--- src/pkg/nvs_params.svh ---
// Constants for the data EEPROM erase and program sequencer.
// Summary of operation
// - 0x4044 selects single-word erase.
// - 0x4004 programs one word from latch.
// - 0x400A programs sixteen-word block from latches.
// - Start needs key 0x55 then 0xAA first.
// - Start refused unless write enable already set.
// - Hardware never clears enable; clearing never aborts.
// - Completion clears start and sets complete flag.
// - Complete flag holds until software clears it.
// - Cycle is self-timed, about 2 ms, CPU runs.
// - Address register captures last table write address.
// - Enable clear at power-up; no write during timer.
// - Software writes of zero to start ignored.
// - Non-power-on reset during cycle sets error, keeps address.
// - Reads during a cycle return unspecified data.
`ifndef NVS_PARAMS_SVH
`define NVS_PARAMS_SVH
`define NVS_OP_WORD_ERASE 16'h4044
`define NVS_OP_WORD_PROG 16'h4004
`define NVS_OP_BLOCK_PROG 16'h400A
`define NVS_KEY_FIRST 8'h55
`define NVS_KEY_SECOND 8'hAA
`define NVS_BIT_START 15
`define NVS_BIT_WRITE_ENABLE_BIT 14
`define NVS_BIT_WRITE_ERROR_BIT 13
`define NVS_CTRL_RESET 16'h0000
`define NVS_LATCH_COUNT 16
`define NVS_CYCLE_TIME_NS 2000000
`define NVS_CLK_PERIOD_NS 50
`define NVS_CYCLE_COUNT (`NVS_CYCLE_TIME_NS / `NVS_CLK_PERIOD_NS)
`endif

--- src/pkg/nvs_pkg.sv ---
// Types shared by the data EEPROM sequencer.
package nvs_pkg;
  typedef enum logic [1:0] {
    NVS_KEY_IDLE = 2'b00,
    NVS_KEY_GOT1 = 2'b01,
    NVS_KEY_OPEN = 2'b10
  } nvs_key_state_t;

  typedef enum logic [1:0] {
    NVS_OP_NONE = 2'b00,
    NVS_OP_ERASE = 2'b01,
    NVS_OP_PROG1 = 2'b10,
    NVS_OP_PROG16 = 2'b11
  } nvs_op_t;

  // One request towards the array.
  typedef struct packed {
    logic valid;
    nvs_op_t op;
    logic [23:0] addr;
  } nvs_array_req_t;

  // Table write from the core.
  typedef struct packed {
    logic valid;
    logic [7:0] page;
    logic [15:0] offset;
    logic [15:0] data;
  } nvs_table_wr_t;
endpackage : nvs_pkg

--- src/nvs_cycle_timer.sv ---
// Self-timed cycle counter for erase and program cycles.
`include "nvs_params.svh"
module nvs_cycle_timer #(
  parameter int unsigned CYCLES = `NVS_CYCLE_COUNT
) (
  input wire logic i_clk_sys, // System clock.
  input wire logic i_resetn, // Synchronous reset, active low.
  input wire logic i_start, // Pulse that starts a cycle.
  output logic o_busy, // Cycle running.
  output logic o_done // One-cycle pulse at the end.
);
  logic [31:0] count;

  always_ff @(posedge i_clk_sys) begin
    if (!i_resetn) begin
      count <= 32'h0000_0000;
      o_busy <= 1'b0;
      o_done <= 1'b0;
    end else begin
      o_done <= 1'b0;
      if (i_start && !o_busy) begin
        count <= CYCLES - 1;
        o_busy <= 1'b1;
      end else if (o_busy) begin
        if (count == 32'h0000_0000) begin
          o_busy <= 1'b0;
          o_done <= 1'b1;
        end else begin
          count <= count - 32'h0000_0001;
        end
      end
    end
  end
endmodule : nvs_cycle_timer

--- src/nvs_sequencer.sv ---
// Data EEPROM erase and program sequencer with unlock key and latches.
`include "nvs_params.svh"
module nvs_sequencer #(
  parameter int unsigned CYCLE_COUNT = `NVS_CYCLE_COUNT
) (
  input wire logic i_clk_sys, // System clock, 20 MHz.
  input wire logic i_resetn, // Synchronous reset, active low.
  input wire logic i_por, // High for power-on reset cause.
  input wire logic i_pwrup_timer, // Power-up timer still running.
  input wire logic i_ctrl_wr, // Write strobe of control register.
  input wire logic [15:0] i_ctrl_wdata, // Data written to control register.
  input wire logic i_key_wr, // Write strobe of key register.
  input wire logic [7:0] i_key_wdata, // Data written to key register.
  input wire logic i_adrl_wr, // Write strobe of low address register.
  input wire logic i_adrh_wr, // Write strobe of high address register.
  input wire logic [15:0] i_adr_wdata, // Data for address registers.
  input wire logic i_other_wr, // Any other register write by the core.
  input wire nvs_pkg::nvs_table_wr_t i_tblwr, // Table write access.
  input wire logic i_flag_clr, // Software clears completion flag.
  input wire logic i_array_busy, // Array still busy; informative.
  output logic [15:0] o_nv_control_reg, // Control register read value.
  output logic [23:0] o_nv_address, // Address registers read value.
  output logic o_write_complete_flag, // Sticky completion flag.
  output logic o_cycle_busy, // Cycle in progress; reads unreliable.
  output nvs_pkg::nvs_array_req_t o_array_req, // Operation to the array.
  output logic [255:0] o_latch_data // Sixteen write latches.
);
  logic start_bit;
  logic write_enable_bit;
  logic write_error_bit;
  logic [6:0] op_select;
  logic [15:0] nv_address_low_reg;
  logic [7:0] nv_address_high_reg;
  logic [15:0] latches [0:`NVS_LATCH_COUNT-1];
  nvs_pkg::nvs_key_state_t key_state;
  logic launch;
  logic timer_busy;
  logic timer_done;
  logic in_cycle;

  // Map the control value to an operation; bits 15:14 are read as 01.
  function automatic nvs_pkg::nvs_op_t decode_op(input logic [15:0] v);
    logic [15:0] m;
    m = {2'b01, v[13:0]};
    if (m == `NVS_OP_WORD_ERASE) begin
      decode_op = nvs_pkg::NVS_OP_ERASE;
    end else if (m == `NVS_OP_WORD_PROG) begin
      decode_op = nvs_pkg::NVS_OP_PROG1;
    end else if (m == `NVS_OP_BLOCK_PROG) begin
      decode_op = nvs_pkg::NVS_OP_PROG16;
    end else begin
      decode_op = nvs_pkg::NVS_OP_NONE;
    end
  endfunction : decode_op

  // Start only from the unlocked key state with enable already stored;
  // the enable seen is the old one, so one write cannot set both.
  assign launch = i_ctrl_wr && i_ctrl_wdata[`NVS_BIT_START] && !start_bit
    && write_enable_bit
    && key_state == nvs_pkg::NVS_KEY_OPEN
    && !i_pwrup_timer;

  assign in_cycle = start_bit;

  nvs_cycle_timer #(
    .CYCLES(CYCLE_COUNT)
  ) u_timer (
    .i_clk_sys(i_clk_sys),
    .i_resetn(i_resetn),
    .i_start(launch),
    .o_busy(timer_busy),
    .o_done(timer_done)
  );

  // Unlock key state machine.
  always_ff @(posedge i_clk_sys) begin
    if (!i_resetn) begin
      key_state <= nvs_pkg::NVS_KEY_IDLE;
    end else if (i_key_wr) begin
      unique case (key_state)
        nvs_pkg::NVS_KEY_IDLE, nvs_pkg::NVS_KEY_OPEN: begin
          key_state <= (i_key_wdata == `NVS_KEY_FIRST) ?
            nvs_pkg::NVS_KEY_GOT1 : nvs_pkg::NVS_KEY_IDLE;
        end
        nvs_pkg::NVS_KEY_GOT1: begin
          if (i_key_wdata == `NVS_KEY_SECOND) begin
            key_state <= nvs_pkg::NVS_KEY_OPEN;
          end else if (i_key_wdata == `NVS_KEY_FIRST) begin
            key_state <= nvs_pkg::NVS_KEY_GOT1;
          end else begin
            key_state <= nvs_pkg::NVS_KEY_IDLE;
          end
        end
        default: begin
          key_state <= nvs_pkg::NVS_KEY_IDLE;
        end
      endcase
    end else if (i_ctrl_wr || i_adrl_wr || i_adrh_wr || i_other_wr
        || i_tblwr.valid) begin
      key_state <= nvs_pkg::NVS_KEY_IDLE;
    end
  end

  // Control register bits.
  always_ff @(posedge i_clk_sys) begin
    if (!i_resetn) begin
      start_bit <= 1'b0;
      write_enable_bit <= 1'b0;
      op_select <= 7'h00;
    end else begin
      if (timer_done) begin
        start_bit <= 1'b0;
      end else if (launch) begin
        start_bit <= 1'b1;
      end
      // Zero written to start is ignored; only completion clears it.
      if (i_ctrl_wr) begin
        write_enable_bit <= i_ctrl_wdata[`NVS_BIT_WRITE_ENABLE_BIT];
        if (!in_cycle) begin
          op_select <= {i_ctrl_wdata[6], i_ctrl_wdata[5:0]};
        end
      end
    end
  end

  // Error bit: set when a non-power-on reset cuts a running cycle.
  always_ff @(posedge i_clk_sys) begin
    if (!i_resetn) begin
      if (i_por) begin
        write_error_bit <= 1'b0;
      end else if (start_bit) begin
        write_error_bit <= 1'b1;
      end
    end else if (launch) begin
      write_error_bit <= 1'b0;
    end
  end

  // Address registers survive a non-power-on reset unchanged.
  always_ff @(posedge i_clk_sys) begin
    if (!i_resetn && i_por) begin
      nv_address_low_reg <= 16'h0000;
      nv_address_high_reg <= 8'h00;
    end else if (i_resetn) begin
      if (i_tblwr.valid) begin
        nv_address_low_reg <= i_tblwr.offset;
        nv_address_high_reg <= i_tblwr.page;
      end else if (!in_cycle) begin
        if (i_adrl_wr) begin
          nv_address_low_reg <= i_adr_wdata;
        end
        if (i_adrh_wr) begin
          nv_address_high_reg <= i_adr_wdata[7:0];
        end
      end
    end
  end

  // Write latches, indexed by the low word address bits.
  always_ff @(posedge i_clk_sys) begin
    if (i_tblwr.valid && !in_cycle) begin
      latches[i_tblwr.offset[4:1]] <= i_tblwr.data;
    end
  end

  // Sticky completion flag; a set in the clearing cycle wins.
  always_ff @(posedge i_clk_sys) begin
    if (!i_resetn) begin
      o_write_complete_flag <= 1'b0;
    end else if (timer_done) begin
      o_write_complete_flag <= 1'b1;
    end else if (i_flag_clr) begin
      o_write_complete_flag <= 1'b0;
    end
  end

  // Register views for the core; they trail the internal state by one edge.
  always_ff @(posedge i_clk_sys) begin
    if (!i_resetn) begin
      o_nv_control_reg <= `NVS_CTRL_RESET;
      o_nv_address <= 24'h000000;
    end else begin
      o_nv_control_reg <= {start_bit, write_enable_bit, write_error_bit,
        6'h00, op_select};
      o_nv_address <= {nv_address_high_reg, nv_address_low_reg};
    end
  end

  // Busy view for the core: reads are unreliable while this is high.
  always_ff @(posedge i_clk_sys) begin
    if (!i_resetn) begin
      o_cycle_busy <= 1'b0;
    end else begin
      o_cycle_busy <= start_bit || timer_busy;
    end
  end

  // The request pulses on the launch edge; operation and address then
  // stay put, so later table writes cannot move a running cycle.
  always_ff @(posedge i_clk_sys) begin
    if (!i_resetn) begin
      o_array_req <= '0;
    end else begin
      o_array_req.valid <= launch;
      if (launch) begin
        o_array_req.op <= decode_op({2'b01, 7'h00, op_select});
        o_array_req.addr <= {nv_address_high_reg, nv_address_low_reg};
      end
    end
  end

  // Latch contents as the array sees them.
  always_ff @(posedge i_clk_sys) begin
    if (!i_resetn) begin
      o_latch_data <= 256'h0;
    end else begin
      for (int i = 0; i < `NVS_LATCH_COUNT; i++) begin
        o_latch_data[i*16 +: 16] <= latches[i];
      end
    end
  end
endmodule : nvs_sequencer

--- config.mk ---
export PLATFORM = sky130hd
export DESIGN_NAME = nvs_sequencer
export DESIGN_NICKNAME = d
export VERILOG_FILES = /design/src/pkg/nvs_pkg.sv /design/src/nvs_cycle_timer.sv /design/src/nvs_sequencer.sv
export VERILOG_INCLUDE_DIRS = /design/src /design/src/pkg
export SDC_FILE = /design/constraint.sdc
export NUM_CORES = 1
export LEC_CHECK = 0
export ABC_AREA = 0
export BUFFER_PORTS_ARGS = -buffer_cell sky130_fd_sc_hd__buf_2
export CAP_MARGIN = 20
export CORE_UTILIZATION = 54
export CTS_CLUSTER_DIAMETER = 50
export DETAILED_ROUTE_END_ITERATION = 7
export GPL_TIMING_DRIVEN = 0
export PLACE_DENSITY = 0.82
export SETUP_SLACK_MARGIN = 0.1
export SLEW_MARGIN = 15
export SYNTH_ARGS = -nofsm -noshare
export SYNTH_HDL_FRONTEND = slang
export SYNTH_SLANG_ARGS = --single-unit
--- constraint.sdc ---
create_clock -name i_clk_sys -period 3.9 [get_ports i_clk_sys]
set_input_delay 0.195 -clock i_clk_sys [delete_from_list [all_inputs] [get_ports i_clk_sys]]
set_output_delay 0.195 -clock i_clk_sys [all_outputs]
set_load 0.02 [all_outputs]
After elaboration in Yosys (flattened, before gate mapping):

Memory sizes are Yosys's and may differ from the RTL's. A register that Yosys moved wholly into a read port is not among the register bits.
Index checks and enable logic that the tools add are counted.

* memories: 1
* flip-flop bits (word level): 139
* output and inout port bits: 325
* memory bits (writable): 256
* input bits: 92

Memory list
* latches: depth 16, bits a word 16, read ports 16, clocked after memory_dff 16, write ports 1, line nvs_sequencer.sv:34 `` logic [15:0] latches [0:`NVS_LATCH_COUNT-1]; ``

* reductions and logical operators: 51
* bitwise logic cells: 4
* equality and inequality tests: 10
* add/subtract/negate cells: 1
* mux-type cells: 29

Operator list (count)
* $mux W16: 6
* $logic_not A32 Y1: 1
* $sub A32 B1 Y32 const B: 1
* $mux W8: 3
* $logic_not A1 Y1: 20
* $mux W1: 13
* $mux W2: 6
* $reduce_bool A2 Y1: 5
* $eq A8 B7 Y1 const B: 1
* $eq A8 B8 Y1 const B: 1
* $logic_and A1 B1 Y1: 8
* $reduce_and A2 Y1: 4
* $eq A7 B3 Y1 const B: 1
* $eq A7 B4 Y1 const B: 1
* $eq A7 B7 Y1 const B: 1
* $reduce_and A3 Y1: 2
* $reduce_or A2 Y1: 3
* $logic_or A1 B1 Y1: 5
* $ne A2 B1 Y1 const B: 2
* $not A1 Y1: 4
* $pmux W2 S2: 1
* $reduce_bool A3 Y1: 1
* $reduce_or A3 Y1: 1
* $eq A2 B1 Y1 const B: 1
* 3 further kinds: 3

Longest topological paths before layout:

* depth in word-level cells: 8
* mapped depth: 8
* mapped depth without buffers: 7

Modules after synthesis:

Synthesis repeated with hierarchy kept, for this count alone.

* cell total of the unflattened synthesis: 1457
* area, all modules: 20393.3 µm²

Modules (own cells, without submodules)
* nvs_sequencer: area each 18566.6 µm², cells each 1245, times used 1
* nvs_cycle_timer: area each 1826.8 µm², cells each 212, times used 1

Worst setup path after synthesis:

OpenSTA, ideal clock, no wires.

* kind: input -> register
* start point: in i_tblwr[40] in the netlist's numbering
* end point: mem latches[3][0] (enable)
* setup slack: 0.992 ns
* data required time: 3.491 ns
* setup time: 0.409 ns
* cell stages on the path: 5
* buffers on the path: 3
* arrival: 2.498 ns
* path through: clkbuf_1 buf_1 clkbuf_1 nand4_1 nor3_1

* word-level cells in the longest chain between the ends: 3

RTL lines
* from (decl): line nvs_sequencer.sv:18 `input wire nvs_pkg::nvs_table_wr_t i_tblwr,`
* $logic_and A1 B1 Y1: line nvs_sequencer.sv:161 `if (i_tblwr.valid && !in_cycle) begin`
* $mux W1: line nvs_sequencer.sv:161
* $mux W1 (implied by the code): line nvs_sequencer.sv:162 `latches[i_tblwr.offset[4:1]] <= i_tblwr.data;`
* to (decl): line nvs_sequencer.sv:34

Every way passes these cells.

Worst setup path in the final report:

* start point: in i_tblwr[40] in the netlist's numbering
* end point: mem latches[3][7] (enable)

The elaborated chain is that of the path after synthesis.

==> impl_results.md <==
- Outcome: completed
- RSZ-0062 raised after global routing: false
- Final WL: 49.8 mm
- CP cell instances: clkbuf_1 > buf_1 > clkbuf_1 > nand4_1 > nor3_2 > buf_4
- Drt first-iter violations: 662
- Total global routing overflow: 0
- Period utilisation layout: 0.688
- Antenna-violating nets left: 0
- Worst slew margin: 0.350
- Top cell type's share of synthesized area: 0.392
- I/O Buffers: 400
- Row count: 69
- Count leader, synth: dfxtp_1
- Core area: 35800 sq um
- Crit path launch: i_tblwr[40]
- Crit end category: flip-flop
- First-pass GRT wire length: 74.7 mm
- Critical path required time: about 4.2 ns
- CTS tree: built
- Synth top area cells: dfxtp_1, edfxtp_1, and2_1, a21oi_1, nand2_1
- Vias post-DR: approximately 13000
- Hold Path Origin: i_tblwr[37]
- # clock sinks: 645
- HP Class: in2reg
- Clock Tree Root: clkbuf_16
- Final hold vios: 0
- H-tree lvl count: 2
- Ys flop type: dfxtp_1
- Fin crit period: roughly 2.7 ns
- CP Class: in2reg
- Starting Density: 0.553
- Synthesized area: 19800 sq um
- Post-synthesis async set-or-reset flop share: 0
- Hold_ws: 0.0527 ns
- Final Setup Violations: 0
- Synth area leader: dfxtp_1
- Fmax: 0.373 GHz
- TritonCTS buffer count: 58
- Slowest stage cell, crit path: nor3_2
- Residual DRC: 0
- Initial antenna violation count: 3
- Maxcap violations: 0
- WL per Instance: 20.4 um
- Die Width: 194 um
- Sequential area share after synthesis: 0.781
- End-of-flow core utilization: 0.696
- Critical Path AT: 2.98 ns
- Nets: between 2000 and 2500
- Placed instance area: between 20000 and 25000 sq um
- Post-Syn Instances: between 1000 and 1500
- GP Congestion: 0.885
- Largest net degree at the start of global routing: 17
- Die height: 194 um
- Number of synthesized flops with an enable pin: ~260
- Die footprint: 37500 sq um
- Global-route usage over all layers: 0.267
- Worst-case clock buffer depth: 3
- Via density: 5.24
- Synth Warn #: 0
- Final instance area: 24900 sq um
- Cell repeated most along the worst path: clkbuf_1
- IO Count: between 400 and 500
- PwrDens: 546 nW/um^2
- Clk slew on worst S/H paths: roughly 0.07 ns
- Share of layout cells above drive strength 1: 0.270
- Slew Limit Fails: 0
- CP peak stage delay: 0.62 ns
- Fin Clk Skew: 0.0225 ns
- Number of global-route vias before repair: 12700
- Clk_lat worst skew: 0.62 ns
- Total setup buffers inserted after CTS: 0
- Average size of a mapped cell: 14.0 sq um
- Max VDD drop: 0.345 mV
- DR pass1 iterations: 5
- Synth cell count leaders: dfxtp_1, and2_1, edfxtp_1
- Static Leak: 10.2 nW
- Netlist cell types: 53
- Crit path max fanout: 10
- Layout area overhead: 25.8%
- Critical Path Start Type: input pin
- HPWL Detailed: approximately 33 mm
- Synth Register Bits: 645
- Origin of the critical flop-to-flop path: in_cycle
- Least-Margin Pin Slew: slightly below 1 ns
==> cell families (layout without fill, tap and decap cells) <==
logic type / after synthesis / count (layout) / synth area share
buffers and inverters: 75 / 635 / 0.0153
xor gates and xnor gates: 4 / 4 / 0.00177
muxes: 11 / 11 / 0.00555
other: 1 / 9 / 0.000189
and+or+nand+nor: 537 / 537 / 0.151
DFF: 645 / 645 / 0.781
AOI/OAI and AO/OA: 141 / 141 / 0.0444
adders and majority gates: 1 / 1 / 0.000631
==> per-layer routing <==
layer	GRT usage	wire length, um
met5	0	0
met2	0.462	24700
met1	0.304	18600
met3	0.0845	4400
met4	0.116	2090
==> timing repair <==
item                       CTS  global route
setup endpoints to repair    0             0
gates resized for setup      0             0
hold buffers                43             0
hold endpoints to repair    44             0
==> area by class of cell <==
| type | count | area [sq um] |
|---|---|---|
| sequential | 645 | 15500 |
| fill | 2348 | 10900 |
| multi-input combinational | 700 | 4110 |
| timing repair buffer | 451 | 2520 |
| clock buffer | 81 | 1660 |
| tap | 461 | 577 |
| buffer | 67 | 274 |
| clock inverter | 28 | 267 |
| inverter | 8 | 30.0 |
| antenna | 3 | 7.51 |
==> metrics by stage <==
stage | std cells | setup TNS (ns) | setup WS (ns) | power (W)
after floorplan | 1420 | 0 | 0.992 | 0.00772
after global placement | 2281 | -5.45 | -0.343 | 0.00804
after detailed placement | 2289 | 0 | 0.729 | 0.00806
after CTS | 2441 | 0 | 1.31 | 0.0137
after global routing | 2443 | 0 | 1.06 | 0.0140
final | 2444 | 0 | 1.22 | 0.0136
==> path summary, 6_finish.rpt <==
kind | to | slack, ns | cells past startpoint
max | latches[3][7] | 1.22 | 6
min | nv_address_high_reg[5] | 0.05 | 3
max reg2reg | latches[14][9] | 1.24 | 4
min reg2reg | o_latch_data[34] | 0.43 | 1
==> placed cells by master (no fill, tap or decap), drive strengths merged, types with 5 or more instances in the layout <==
master	n
nand2	86
clkinv	18
dfxtp	388
nand4	5
buf	416
o31ai	9
edfxtp	257
or2	5
conb	6
nor2b	11
or4	7
nand3	6
a21oi	72
and2	291
mux2i	11
nor3	17
o21ai	7
clkbuf	140
a211oi	28
nor4	10
or3	14
dlygate4sd3	43
inv	10
nor2	69
==> critical path, delay by kind of cell <==
family,cells,cell delay (ns)
buffers and inverters,4,1.65
AND/OR/NAND/NOR,2,1.12
==> where the power goes <==
part	switching [W]	internal [W]	total, W
Clock	0.00241	0.00325	0.00566
Sequential	0.0000733	0.00718	0.00726
Combinational	0.000467	0.000236	0.000702
Power figures use the tool's default switching activity.
